**config.mk**
```make
export PLATFORM = sky130hd
export DESIGN_NAME = audio_capture_dma
export DESIGN_NICKNAME = d
export VERILOG_FILES = /design/src/common/acap_pkg.sv /design/src/acap_fifo.sv /design/src/audio_capture_dma.sv
export SDC_FILE = /design/constraint.sdc
export NUM_CORES = 2
export LEC_CHECK = 0
export ABC_AREA = 1
export BUFFER_PORTS_ARGS = -buffer_cell sky130_fd_sc_hd__buf_2
export CAP_MARGIN = 20
export CORE_ASPECT_RATIO = 0.9
export CORE_MARGIN = 4
export CORE_UTILIZATION = 35
export CTS_BUF_LIST = sky130_fd_sc_hd__clkbuf_4 sky130_fd_sc_hd__clkbuf_8
export CTS_CLUSTER_DIAMETER = 200
export CTS_CLUSTER_SIZE = 25
export DETAILED_ROUTE_END_ITERATION = 8
export SYNTH_ARGS = -nofsm -noshare
export SYNTH_HDL_FRONTEND = slang
export SYNTH_HIERARCHICAL = 1
export SYNTH_SLANG_ARGS = --single-unit
```
**constraint.sdc**
```tcl
create_clock -name CLK -period 11.35 [get_ports CLK]
set_input_delay 1.135 -clock CLK [delete_from_list [all_inputs] [get_ports CLK]]
set_output_delay 1.135 -clock CLK [all_outputs]
set_load 0.01 [all_outputs]
```
**src/common/acap_pkg.sv**
```systemverilog
// Shared constants, bus carriers and helpers for the audio capture channel.
// Assumes a single 100 MHz clock domain with a synchronous active-low reset.
package acap_pkg;

  // ****************************************************************
  // Sizes
  // ****************************************************************
  localparam int FIFO_DEPTH = 35;
  localparam int FIFO_W = 36;
  localparam int CNT_W = 6;
  localparam int REM_W = 12;
  localparam logic [CNT_W-1:0] FIFO_FULL_CNT = 6'h23;

  // ****************************************************************
  // Bus commands, instruction fields, timing
  // ****************************************************************
  localparam logic [3:0] CMD_MEM_RD = 4'h6;
  localparam logic [3:0] CMD_MEM_WR = 4'h7;
  localparam logic [3:0] BE_ALL_N = 4'h0;
  localparam logic [3:0] OP_WRITE = 4'h1;
  localparam logic [3:0] OP_JUMP = 4'h7;
  localparam int OP_MSB = 31;
  localparam int OP_LSB = 28;
  localparam int LEN_MSB = 11;
  localparam logic [31:0] DWORD_BYTES = 32'h4;
  localparam logic [31:0] FETCH_BYTES = 32'h8;
  localparam logic [2:0] DEVSEL_LIMIT = 3'h5;
  localparam logic [31:0] PC_RST = 32'h0;

  // ****************************************************************
  // Carriers
  // ****************************************************************
  typedef struct packed {
    logic gnt_n;
    logic frame_n;
    logic irdy_n;
    logic trdy_n;
    logic stop_n;
    logic devsel_n;
    logic [31:0] ad;
    logic par;
  } pci_in_t;

  typedef struct packed {
    logic req_n;
    logic frame_n;
    logic irdy_n;
    logic [3:0] cbe_n;
    logic [31:0] ad;
    logic par;
  } pci_out_t;

  // Enables are low while this end drives the line
  typedef struct packed {
    logic frame;
    logic irdy;
    logic cbe;
    logic ad;
    logic par;
  } pci_oe_t;

  typedef struct packed {
    logic busy;
    logic overrun;
    logic perr;
    logic abort;
    logic illegal;
  } status_t;

  localparam pci_out_t OUT_RST = '{1'b1, 1'b1, 1'b1, 4'hF, 32'h0, 1'b0};
  localparam pci_oe_t OE_RST = '{1'b1, 1'b1, 1'b1, 1'b1, 1'b1};

  // Even parity bit over address/data and command/byte enables
  function automatic logic even_par(input logic [31:0] ad,
                                    input logic [3:0] cbe);
    even_par = ^{ad, cbe};
  endfunction : even_par

endpackage : acap_pkg

```
**src/acap_fifo.sv**
```systemverilog
// Sample DWORD buffer for the audio capture channel, flip-flop storage.
// Pushes while full are dropped; assumes the reader pops only when not empty.
`timescale 1ns/10ps
module acap_fifo
  import acap_pkg::*;
(
  input wire logic clk,
  input wire logic nrst,
  input wire logic push,
  input wire logic [FIFO_W-1:0] wdata,
  input wire logic pop,
  output logic [FIFO_W-1:0] head,
  output logic [FIFO_W-1:0] head2,
  output logic [CNT_W-1:0] count,
  output logic full
);
  import acap_pkg::*;

  logic [FIFO_W-1:0] mem_r [FIFO_DEPTH];
  logic [FIFO_W-1:0] mem_nxt [FIFO_DEPTH];
  logic [CNT_W-1:0] wr_r, wr_nxt, rd_r, rd_nxt, cnt_r, cnt_nxt;
  logic do_push;

  function automatic logic [CNT_W-1:0] inc_ptr(input logic [CNT_W-1:0] p);
    inc_ptr = (p == FIFO_FULL_CNT - 6'h01) ? 6'h00 : p + 6'h01;
  endfunction : inc_ptr

  assign full = (cnt_r == FIFO_FULL_CNT);
  assign count = cnt_r;
  assign head = mem_r[rd_r];
  assign head2 = mem_r[inc_ptr(rd_r)];
  assign do_push = push && !full;

  always_comb begin
    mem_nxt = mem_r;
    wr_nxt = wr_r;
    rd_nxt = rd_r;
    cnt_nxt = cnt_r;
    if (do_push) begin
      mem_nxt[wr_r] = wdata;
      wr_nxt = inc_ptr(wr_r);
    end
    if (pop) begin
      rd_nxt = inc_ptr(rd_r);
    end
    cnt_nxt = cnt_r + {5'h00, do_push} - {5'h00, pop};
  end

  // Storage needs no reset; pointers define what is valid
  always_ff @(posedge clk) begin
    mem_r <= mem_nxt;
  end

  always_ff @(posedge clk) begin
    if (!nrst) begin
      wr_r <= 6'h00;
      rd_r <= 6'h00;
      cnt_r <= 6'h00;
    end else begin
      wr_r <= wr_nxt;
      rd_r <= rd_nxt;
      cnt_r <= cnt_nxt;
    end
  end

endmodule : acap_fifo

```
**src/audio_capture_dma.sv**
```systemverilog
// Audio capture DMA channel: packs samples, fetches instructions from host
// memory and bursts sample DWORDs out as an independent bus initiator.
// Assumes bus pins are resolved outside from the enables; one clock domain.
`timescale 1ns/10ps

// What this block does
// [RULE1] Packs 8- or 16-bit samples into DWORDs written to host memory
// [RULE2] Runs independently of the video channel, sharing no state
// [RULE3] Samples are packed continuously, never gated by sync events
// [RULE4] Follows an instruction list in host memory with packed writes
// [RULE5] One 35 by 36 buffer with a 6-bit DWORD counter
// [RULE6] Initiator interface matches the video initiator's
// [RULE7] A retry ends only this channel's burst; it retries later itself
// [RULE8] Read data parity is checked and errors flagged
// [RULE9] All control lives in the bus clock domain, 32-bit wide
// [RULE10] This end never signals target disconnect or retry
// [RULE11] Sustains 1 MB/s digital capture without losing data
// [RULE12] Driven parity makes ones across parity, data and enables even
// [RULE13] Requests the bus for writes only with data waiting; burst ends at empty
module audio_capture_dma
  import acap_pkg::*;
(
  input wire logic CLK,
  input wire logic NRST,
  input acap_pkg::pci_in_t PCI_IN,
  output acap_pkg::pci_out_t PCI_OUT,
  output acap_pkg::pci_oe_t PCI_OE_N,
  input wire logic ENABLE,
  input wire logic WIDTH16,
  input wire logic [31:0] START_ADDR,
  input wire logic SAMPLE_VALID,
  input wire logic [15:0] SAMPLE_DATA,
  output acap_pkg::status_t STATUS
);
  import acap_pkg::*;

  typedef enum logic [2:0] {
    S_IDLE, S_REQ, S_ADDR, S_DATA, S_TURN, S_DECODE
  } state_t;

  // ****************************************************************
  // Sample packer
  // ****************************************************************
  logic [31:0] pack_r, pack_nxt;
  logic [1:0] lane_r, lane_nxt;
  logic push, full;
  logic [FIFO_W-1:0] head, head2;
  logic [CNT_W-1:0] fifo_cnt;
  logic pop;

  always_comb begin
    pack_nxt = pack_r;
    lane_nxt = lane_r;
    push = 1'b0;
    if (SAMPLE_VALID) begin // [RULE3]
      if (WIDTH16) begin // [RULE1]
        pack_nxt[lane_r[0]*16 +: 16] = SAMPLE_DATA;
        push = lane_r[0];
        lane_nxt = lane_r[0] ? 2'h0 : 2'h1;
      end else begin
        pack_nxt[lane_r*8 +: 8] = SAMPLE_DATA[7:0];
        push = (lane_r == 2'h3);
        lane_nxt = lane_r + 2'h1;
      end
    end
  end

  always_ff @(posedge CLK) begin
    if (!NRST) begin
      pack_r <= 32'h0;
      lane_r <= 2'h0;
    end else begin
      pack_r <= pack_nxt;
      lane_r <= lane_nxt;
    end
  end

  // Upper nibble carries active-high byte lanes for the bus
  acap_fifo u_fifo ( // [RULE5]
    .clk(CLK),
    .nrst(NRST),
    .push(push),
    .wdata({4'hF, pack_nxt}),
    .pop(pop),
    .head(head),
    .head2(head2),
    .count(fifo_cnt),
    .full(full)
  );

  // ****************************************************************
  // Initiator and instruction engine
  // ****************************************************************
  // Own request/grant pair only; video traffic on the bus holds it in S_REQ until idle
  state_t state_r, state_nxt; // [RULE2]
  pci_out_t out_r, out_nxt;
  pci_oe_t oe_r, oe_nxt;
  status_t st_r, st_nxt;
  logic [31:0] pc_r, pc_nxt, addr_r, addr_nxt, w0_r, w0_nxt, w1_r, w1_nxt;
  logic [REM_W-1:0] rem_r, rem_nxt;
  logic is_wr_r, is_wr_nxt, word_r, word_nxt, got_r, got_nxt;
  logic halt_r, halt_nxt, chk_r, chk_nxt;
  logic [31:0] chk_ad_r, chk_ad_nxt;
  logic [3:0] chk_be_r, chk_be_nxt;
  logic [2:0] to_r, to_nxt;
  logic done, ending;

  assign done = !PCI_IN.trdy_n && !out_r.irdy_n;

  always_comb begin
    state_nxt = state_r;
    out_nxt = out_r;
    oe_nxt = oe_r;
    st_nxt = st_r;
    pc_nxt = pc_r;
    addr_nxt = addr_r;
    w0_nxt = w0_r;
    w1_nxt = w1_r;
    rem_nxt = rem_r;
    is_wr_nxt = is_wr_r;
    word_nxt = word_r;
    got_nxt = got_r;
    halt_nxt = halt_r;
    to_nxt = to_r;
    chk_nxt = 1'b0;
    chk_ad_nxt = PCI_IN.ad;
    chk_be_nxt = out_r.cbe_n;
    pop = 1'b0;
    ending = 1'b0;
    // Parity follows address/data one clock later, driven only after us
    out_nxt.par = even_par(out_r.ad, out_r.cbe_n); // [RULE12]
    oe_nxt.par = oe_r.ad; // [RULE12]
    unique case (state_r)
      S_IDLE: begin
        if (!ENABLE) begin // [RULE9]
          pc_nxt = START_ADDR;
          rem_nxt = '0;
          halt_nxt = 1'b0;
          st_nxt = '0;
        end else if (!halt_r) begin
          if (rem_r == '0) begin // [RULE4]
            is_wr_nxt = 1'b0;
            word_nxt = 1'b0;
            addr_nxt = pc_r;
            out_nxt.req_n = 1'b0;
            state_nxt = S_REQ;
          end else if (fifo_cnt != '0) begin // [RULE13]
            is_wr_nxt = 1'b1;
            out_nxt.req_n = 1'b0;
            state_nxt = S_REQ;
          end
        end
      end
      S_REQ: begin
        if (!PCI_IN.gnt_n && PCI_IN.frame_n && PCI_IN.irdy_n) begin // [RULE6]
          out_nxt.req_n = 1'b1;
          out_nxt.frame_n = 1'b0;
          out_nxt.ad = addr_r;
          out_nxt.cbe_n = is_wr_r ? CMD_MEM_WR : CMD_MEM_RD;
          oe_nxt.frame = 1'b0;
          oe_nxt.irdy = 1'b0;
          oe_nxt.cbe = 1'b0;
          oe_nxt.ad = 1'b0;
          state_nxt = S_ADDR;
        end
      end
      S_ADDR: begin
        out_nxt.irdy_n = 1'b0;
        to_nxt = 3'h0;
        if (is_wr_r) begin
          out_nxt.ad = head[31:0];
          out_nxt.cbe_n = ~head[35:32];
          out_nxt.frame_n = (rem_r == 12'h001) || (fifo_cnt == 6'h01); // [RULE13]
        end else begin
          out_nxt.cbe_n = BE_ALL_N;
          oe_nxt.ad = 1'b1;
        end
        state_nxt = S_DATA;
      end
      S_DATA: begin
        if (done) begin
          to_nxt = 3'h0;
          addr_nxt = addr_r + DWORD_BYTES;
          if (is_wr_r) begin
            pop = 1'b1; // [RULE1]
            rem_nxt = rem_r - 12'h001;
            out_nxt.ad = head2[31:0];
            out_nxt.cbe_n = ~head2[35:32];
            out_nxt.frame_n = (rem_r == 12'h002) || (fifo_cnt == 6'h02); // [RULE13]
          end else begin
            chk_nxt = 1'b1; // [RULE8]
            if (word_r) begin
              w1_nxt = PCI_IN.ad;
              got_nxt = 1'b1;
            end else begin
              w0_nxt = PCI_IN.ad;
              out_nxt.frame_n = 1'b1;
            end
            word_nxt = 1'b1;
          end
          ending = out_r.frame_n || !PCI_IN.stop_n;
        end else if (!PCI_IN.stop_n) begin
          ending = 1'b1; // [RULE7]
        end else if (PCI_IN.devsel_n) begin
          to_nxt = to_r + 3'h1;
          if (to_r == DEVSEL_LIMIT) begin
            st_nxt.abort = 1'b1;
            halt_nxt = 1'b1;
            ending = 1'b1;
          end
        end
        if (ending) begin
          // Retried or cut fetches restart whole from the program counter
          out_nxt.frame_n = 1'b1;
          out_nxt.irdy_n = 1'b1;
          oe_nxt.ad = 1'b1;
          state_nxt = S_TURN;
        end
      end
      S_TURN: begin
        oe_nxt.frame = 1'b1;
        oe_nxt.irdy = 1'b1;
        oe_nxt.cbe = 1'b1;
        got_nxt = 1'b0;
        state_nxt = got_r ? S_DECODE : S_IDLE;
      end
      S_DECODE: begin
        state_nxt = S_IDLE;
        pc_nxt = pc_r + FETCH_BYTES;
        if (w0_r[OP_MSB:OP_LSB] == OP_WRITE) begin // [RULE4]
          addr_nxt = w1_r;
          rem_nxt = w0_r[LEN_MSB:0];
        end else if (w0_r[OP_MSB:OP_LSB] == OP_JUMP) begin
          pc_nxt = w1_r;
        end else begin
          st_nxt.illegal = 1'b1;
          halt_nxt = 1'b1;
        end
      end
    endcase
    // Flags set after the case so a fresh event outlasts an idle clear
    if (push && full) begin
      st_nxt.overrun = 1'b1; // [RULE11]
    end
    if (chk_r && even_par(chk_ad_r, chk_be_r) != PCI_IN.par) begin
      st_nxt.perr = 1'b1; // [RULE8]
    end
    st_nxt.busy = (state_nxt != S_IDLE);
  end

  always_ff @(posedge CLK) begin
    if (!NRST) begin
      state_r <= S_IDLE;
      out_r <= OUT_RST;
      oe_r <= OE_RST;
      st_r <= '0;
      pc_r <= PC_RST;
      addr_r <= PC_RST;
      w0_r <= 32'h0;
      w1_r <= 32'h0;
      rem_r <= '0;
      is_wr_r <= 1'b0;
      word_r <= 1'b0;
      got_r <= 1'b0;
      halt_r <= 1'b0;
      to_r <= 3'h0;
      chk_r <= 1'b0;
      chk_ad_r <= 32'h0;
      chk_be_r <= 4'h0;
    end else begin
      state_r <= state_nxt;
      out_r <= out_nxt;
      oe_r <= oe_nxt;
      st_r <= st_nxt;
      pc_r <= pc_nxt;
      addr_r <= addr_nxt;
      w0_r <= w0_nxt;
      w1_r <= w1_nxt;
      rem_r <= rem_nxt;
      is_wr_r <= is_wr_nxt;
      word_r <= word_nxt;
      got_r <= got_nxt;
      halt_r <= halt_nxt;
      to_r <= to_nxt;
      chk_r <= chk_nxt;
      chk_ad_r <= chk_ad_nxt;
      chk_be_r <= chk_be_nxt;
    end
  end

  // Only initiator pins exist here: no target termination can be driven
  assign PCI_OUT = out_r; // [RULE10]
  assign PCI_OE_N = oe_r;
  assign STATUS = st_r;

  // ****************************************************************
  // Checks
  // ****************************************************************
  a_req_needs_data: assert property ( // [RULE13]
    @(posedge CLK) disable iff (!NRST)
    (state_r == S_REQ && is_wr_r) |-> fifo_cnt != '0)
    else $error("write request raised with empty buffer");

  a_burst_ends_empty: assert property ( // [RULE13]
    @(posedge CLK) disable iff (!NRST)
    (state_r == S_ADDR && is_wr_r && fifo_cnt == 6'h01) |=> out_r.frame_n)
    else $error("burst not ended on last buffered word");

  a_parity_even: assert property ( // [RULE12]
    @(posedge CLK) disable iff (!NRST)
    !oe_r.ad |=> out_r.par == ^{$past(out_r.ad), $past(out_r.cbe_n)})
    else $error("driven parity not even");

  a_buffer_bound: assert property ( // [RULE5]
    @(posedge CLK) disable iff (!NRST)
    fifo_cnt <= FIFO_FULL_CNT)
    else $error("buffer count beyond depth");

  a_pop_in_data: assert property ( // [RULE1]
    @(posedge CLK) disable iff (!NRST)
    pop |-> (state_r == S_DATA && is_wr_r && done))
    else $error("buffer popped outside a write data phase");

  a_retry_release: assert property ( // [RULE7]
    @(posedge CLK) disable iff (!NRST)
    (state_r == S_DATA && !PCI_IN.stop_n)
      |=> state_r == S_TURN ##1 (state_r == S_IDLE || state_r == S_DECODE))
    else $error("retry did not release the bus");

  a_overrun_flag: assert property ( // [RULE11]
    @(posedge CLK) disable iff (!NRST)
    (push && full) |=> STATUS.overrun)
    else $error("lost DWORD not flagged");

  a_fetch_decode: assert property ( // [RULE4]
    @(posedge CLK) disable iff (!NRST)
    (state_r == S_TURN && got_r) |=> state_r == S_DECODE ##1 state_r == S_IDLE)
    else $error("fetched instruction not decoded");

  a_perr_flag: assert property ( // [RULE8]
    @(posedge CLK) disable iff (!NRST)
    (chk_r && even_par(chk_ad_r, chk_be_r) != PCI_IN.par)
      |=> STATUS.perr)
    else $error("read parity error not flagged");

endmodule : audio_capture_dma

```
==> results.txt <==
Final GP Congestion -> 0.9233
Via count -> 70535
FF-to-FF Start -> u_fifo/rd_r[5]
Largest net degree at the start of global routing -> 169
Switching Fraction -> 30.22%
Register area share after synthesis -> 54.73%
Hold Startpoint -> PCI_IN[16]
CP peak stage delay -> 1.06 ns
Leak -> 31.69 nW
Num CTS Buffers -> 71
Data required time of the worst path -> 12.12 ns
Avg Inst Size Synth -> 8.891 sq um
Global-route met3 utilization -> 7.836%
Root Buffer -> clkbuf_8
DP Wirelength -> 178.1 mm
Die height -> 458.9 um
Remaining Overflow, GRT -> 0
Seq cells post-synth -> 1531
Final wirelength -> 321.0 mm
Initial Util -> 35.19%
Power Density -> 127.8 nW/um^2
Synth cell types -> 60
Post-synth EDFFs -> 1260
Critical path class -> flip-flop to flip-flop
GR Layer Usage met2 -> 38.19%
Slew @ Worst Pin -> 1.279 ns
DRT antenna net count -> 0
Remaining DRCs -> 0
Hold Crit Depth -> 3
Skew final -> 0.07534 ns
GR Layer Usage met1 -> 35.88%
Fin util -> 37.63%
Wire length per cell -> 27.13 um
Most frequent cell after synthesis -> nand2_1
Post-layout min period -> 6.923 ns
Mapped Area -> 79050 sq um
First-pass GRT wire length -> 455.3 mm
Nets -> 8883
Top cells by count, synth -> nand2_1, edfxtp_1, nand3_1
CP cell instances -> clkinv_2 -> buf_4 -> nor2_4 -> nand3_4 -> buf_12 -> nand2_8 -> clkinv_2 -> buf_4 -> o21ai_0 -> nand3_1 -> nand3_1 -> nand2_1 -> nand3_1 -> nand2_1 -> a22o_1 -> nand2_1 -> a31oi_1
Crit-path slowest cell -> clkinv_2
Sw power -> 3.265 mW
Via density -> 5.960
Syn-to-layout area delta -> 6.939%
IR drop worst, VDD -> 0.00008435 V
Total negative slack -> 0 ns
Worst rel slew slack -> 14.50%
Unrepaired setup endpoints after global routing -> no
Final Cycle Share -> 60.99%
Setup violations, final -> 0
Reg2Reg Depth -> 17
Final Hold Vio Count -> 0
Layout cell share with drive strength beyond 1 -> 7.323%
Synth area leaders -> edfxtp_1, nand2_1, dfxtp_1
CP max FO -> 137
CTS hold repair buffers -> 0
Critical Path AT -> 7.69 ns
Flop2flop setup slack -> 4.43 ns
Clock Path Buffers -> 3
CP startpoint -> u_fifo/rd_r[5]
Maxcap violations -> 0
CTS H-Tree Depth -> 3
Ys async rst share -> 0%
Reg2reg end -> PCI_OUT[16]
Yosys top cell area share -> 47.87%
DP Area -> 82930 sq um
Int Pwr -> 7.540 mW
Comb power frac -> 14.4%
Worst-Skew Late Latency -> 0.92 ns
Die Width -> 508.9 um
Hold/Removal Path Class -> input pin to flip-flop
Drt pass-1 iters -> 7
CP delay by family, top -> buffers and inverters
CP Buf/Inv Count -> 5
Sequential share of power -> 61.5%
Startpoint types -> flip-flop
Die area -> 233500 sq um
CP endpoint kind -> flip-flop
Mapped Cells -> 8891
Hold EP -> chk_ad_r[15]
Clk network pwr share -> 24.2%
Top Usage Layer GRT -> met2
Fmax -> 0.1445 GHz
CTS tree -> yes
Max-slew violation count -> 0
Clk pin slew, worst setup/hold paths -> 0.16 ns
DR iter-0 viols -> 10886
Total GRT Usage -> 26.33%
Initial antenna violation count -> 12
I/O pin cnt -> 142
Core Region -> 224600 sq um
Std cell rows -> 165
Input/output buffers -> 141
Post-cts resize count -> 0
Ys Warns -> 6
CTS Sinks -> 1531
Vias in the first global route -> 65419
Final Instance Area -> 84530 sq um
Postcts setup bufs -> 0
Top FF cell, synth -> edfxtp_1
Run status -> finished, final reports clean
Yosys top cell by area -> edfxtp_1
==> registers in the layout (all words and copies together), names as in the netlist, 12 cells and up <==
register,flops
addr_r,32
u_fifo/mem_r,1260
pack_r,32
chk_ad_r,32
w0_r,16
pc_r,32
PCI_OUT,36
w1_r,32
rem_r,12
==> final cells by class <==
| class | count | area (sq um) |
|---|---|---|
| well taps | 3006 | 3761 |
| multi-input cells | 5898 | 30240 |
| fillers | 22455 | 140100 |
| clock buffers | 127 | 1429 |
| diodes | 6 | 15.01 |
| clock inverters | 3 | 36.28 |
| repair buffers | 301 | 2118 |
| flip-flops and latches | 1531 | 43280 |
| inverters | 962 | 3650 |
==> per-layer routing <==
metal	vias up	part of all wire, %	wire length [um]
met5	-	0.030	97
met4	16	5.5	17720
met3	1034	14	45970
met2	5125	41	133100
met1	33903	39	124100
li1	30457	-	-
==> worst reg2reg max path, cell delays in order (launching register included) <==
cell and delay [ns]:
dfxtp_1 0.38, clkinv_2 0.49, buf_4 0.56, nor2_4 0.20, nand3_4 0.67, buf_12 0.64
nand2_8 0.82, clkinv_2 1.10, buf_4 0.75, o21ai_0 0.31, nand3_1 0.10, nand3_1 0.11
nand2_1 0.12, nand3_1 0.11, nand2_1 0.07, a22o_1 0.22, nand2_1 0.06, a31oi_1 0.09
==> kinds of logic (layout without fill, tap and decap cells) <==
logic type / Yosys count / count (layout) / share of synthesized area [%]
other: 1 / 146 / 0.004744
and+or+nand+nor: 3717 / 3717 / 20.75
buffers and inverters: 1601 / 1393 / 8.258
DFF: 1531 / 1531 / 54.73
xor gates and xnor gates: 74 / 74 / 0.8199
AOI/OAI and AO/OA: 1941 / 1941 / 15.01
adders and majority gates: 26 / 26 / 0.4210
==> power by group through the flow <==
| stage | clock network (mW) | logic, mW | registers (mW) |
|---|---|---|---|
| finish | 2.61 | 1.55 | 6.64 |
| global route | 2.81 | 1.69 | 6.66 |
| CTS | 2.64 | 1.52 | 6.61 |
| detailed placement | 0 | 1.51 | 6.74 |
| global placement | 0 | 1.49 | 6.74 |
| floorplan | 0 | 0.966 | 6.56 |
==> placed cells by master, fill, tap and decap left out, drive strengths merged, types with 25 or more instances in the layout <==
cell type	count
buf	301
nor3	49
edfxtp	1260
nand2	1851
conb	140
ha	25
o221ai	51
nor2	549
xor2	33
a21oi	547
clkbuf	127
dfxtp	271
nand3b	140
o22ai	41
nand3	962
a22oi	101
or2	68
o211ai	158
o21ai	671
a22o	32
xnor2	41
o2111ai	187
nand4	81
inv	956
a31oi	60
o32ai	42
==> worst max-delay path by stage <==
| stage | to | slack (ns) | depth (start not counted) |
|---|---|---|---|
| floorplan | u_fifo/mem_r[684] | 6.50 | 6 |
| global placement | PCI_OUT[16] | 5.08 | 17 |
| detailed placement | PCI_OUT[28] | 4.97 | 14 |
| CTS | PCI_OUT[16] | 4.91 | 17 |
| global route | PCI_OUT[4] | 4.59 | 20 |
| finish | PCI_OUT[16] | 4.43 | 17 |
==> per-stage QoR <==
stage               cells  hold slack (ns)  worst slack, ns  power, mW
floorplan            9030           0.4176            6.497      7.526
global placement    11692           0.4373            5.077      8.226
detailed placement  11693           0.4435            4.967      8.254
CTS                 11823           0.3275            4.912      10.77
global route        11829           0.3577            4.588      11.16
finish              11834           0.3904            4.427      10.81
No activity file was read; power rests on OpenSTA's default activity.
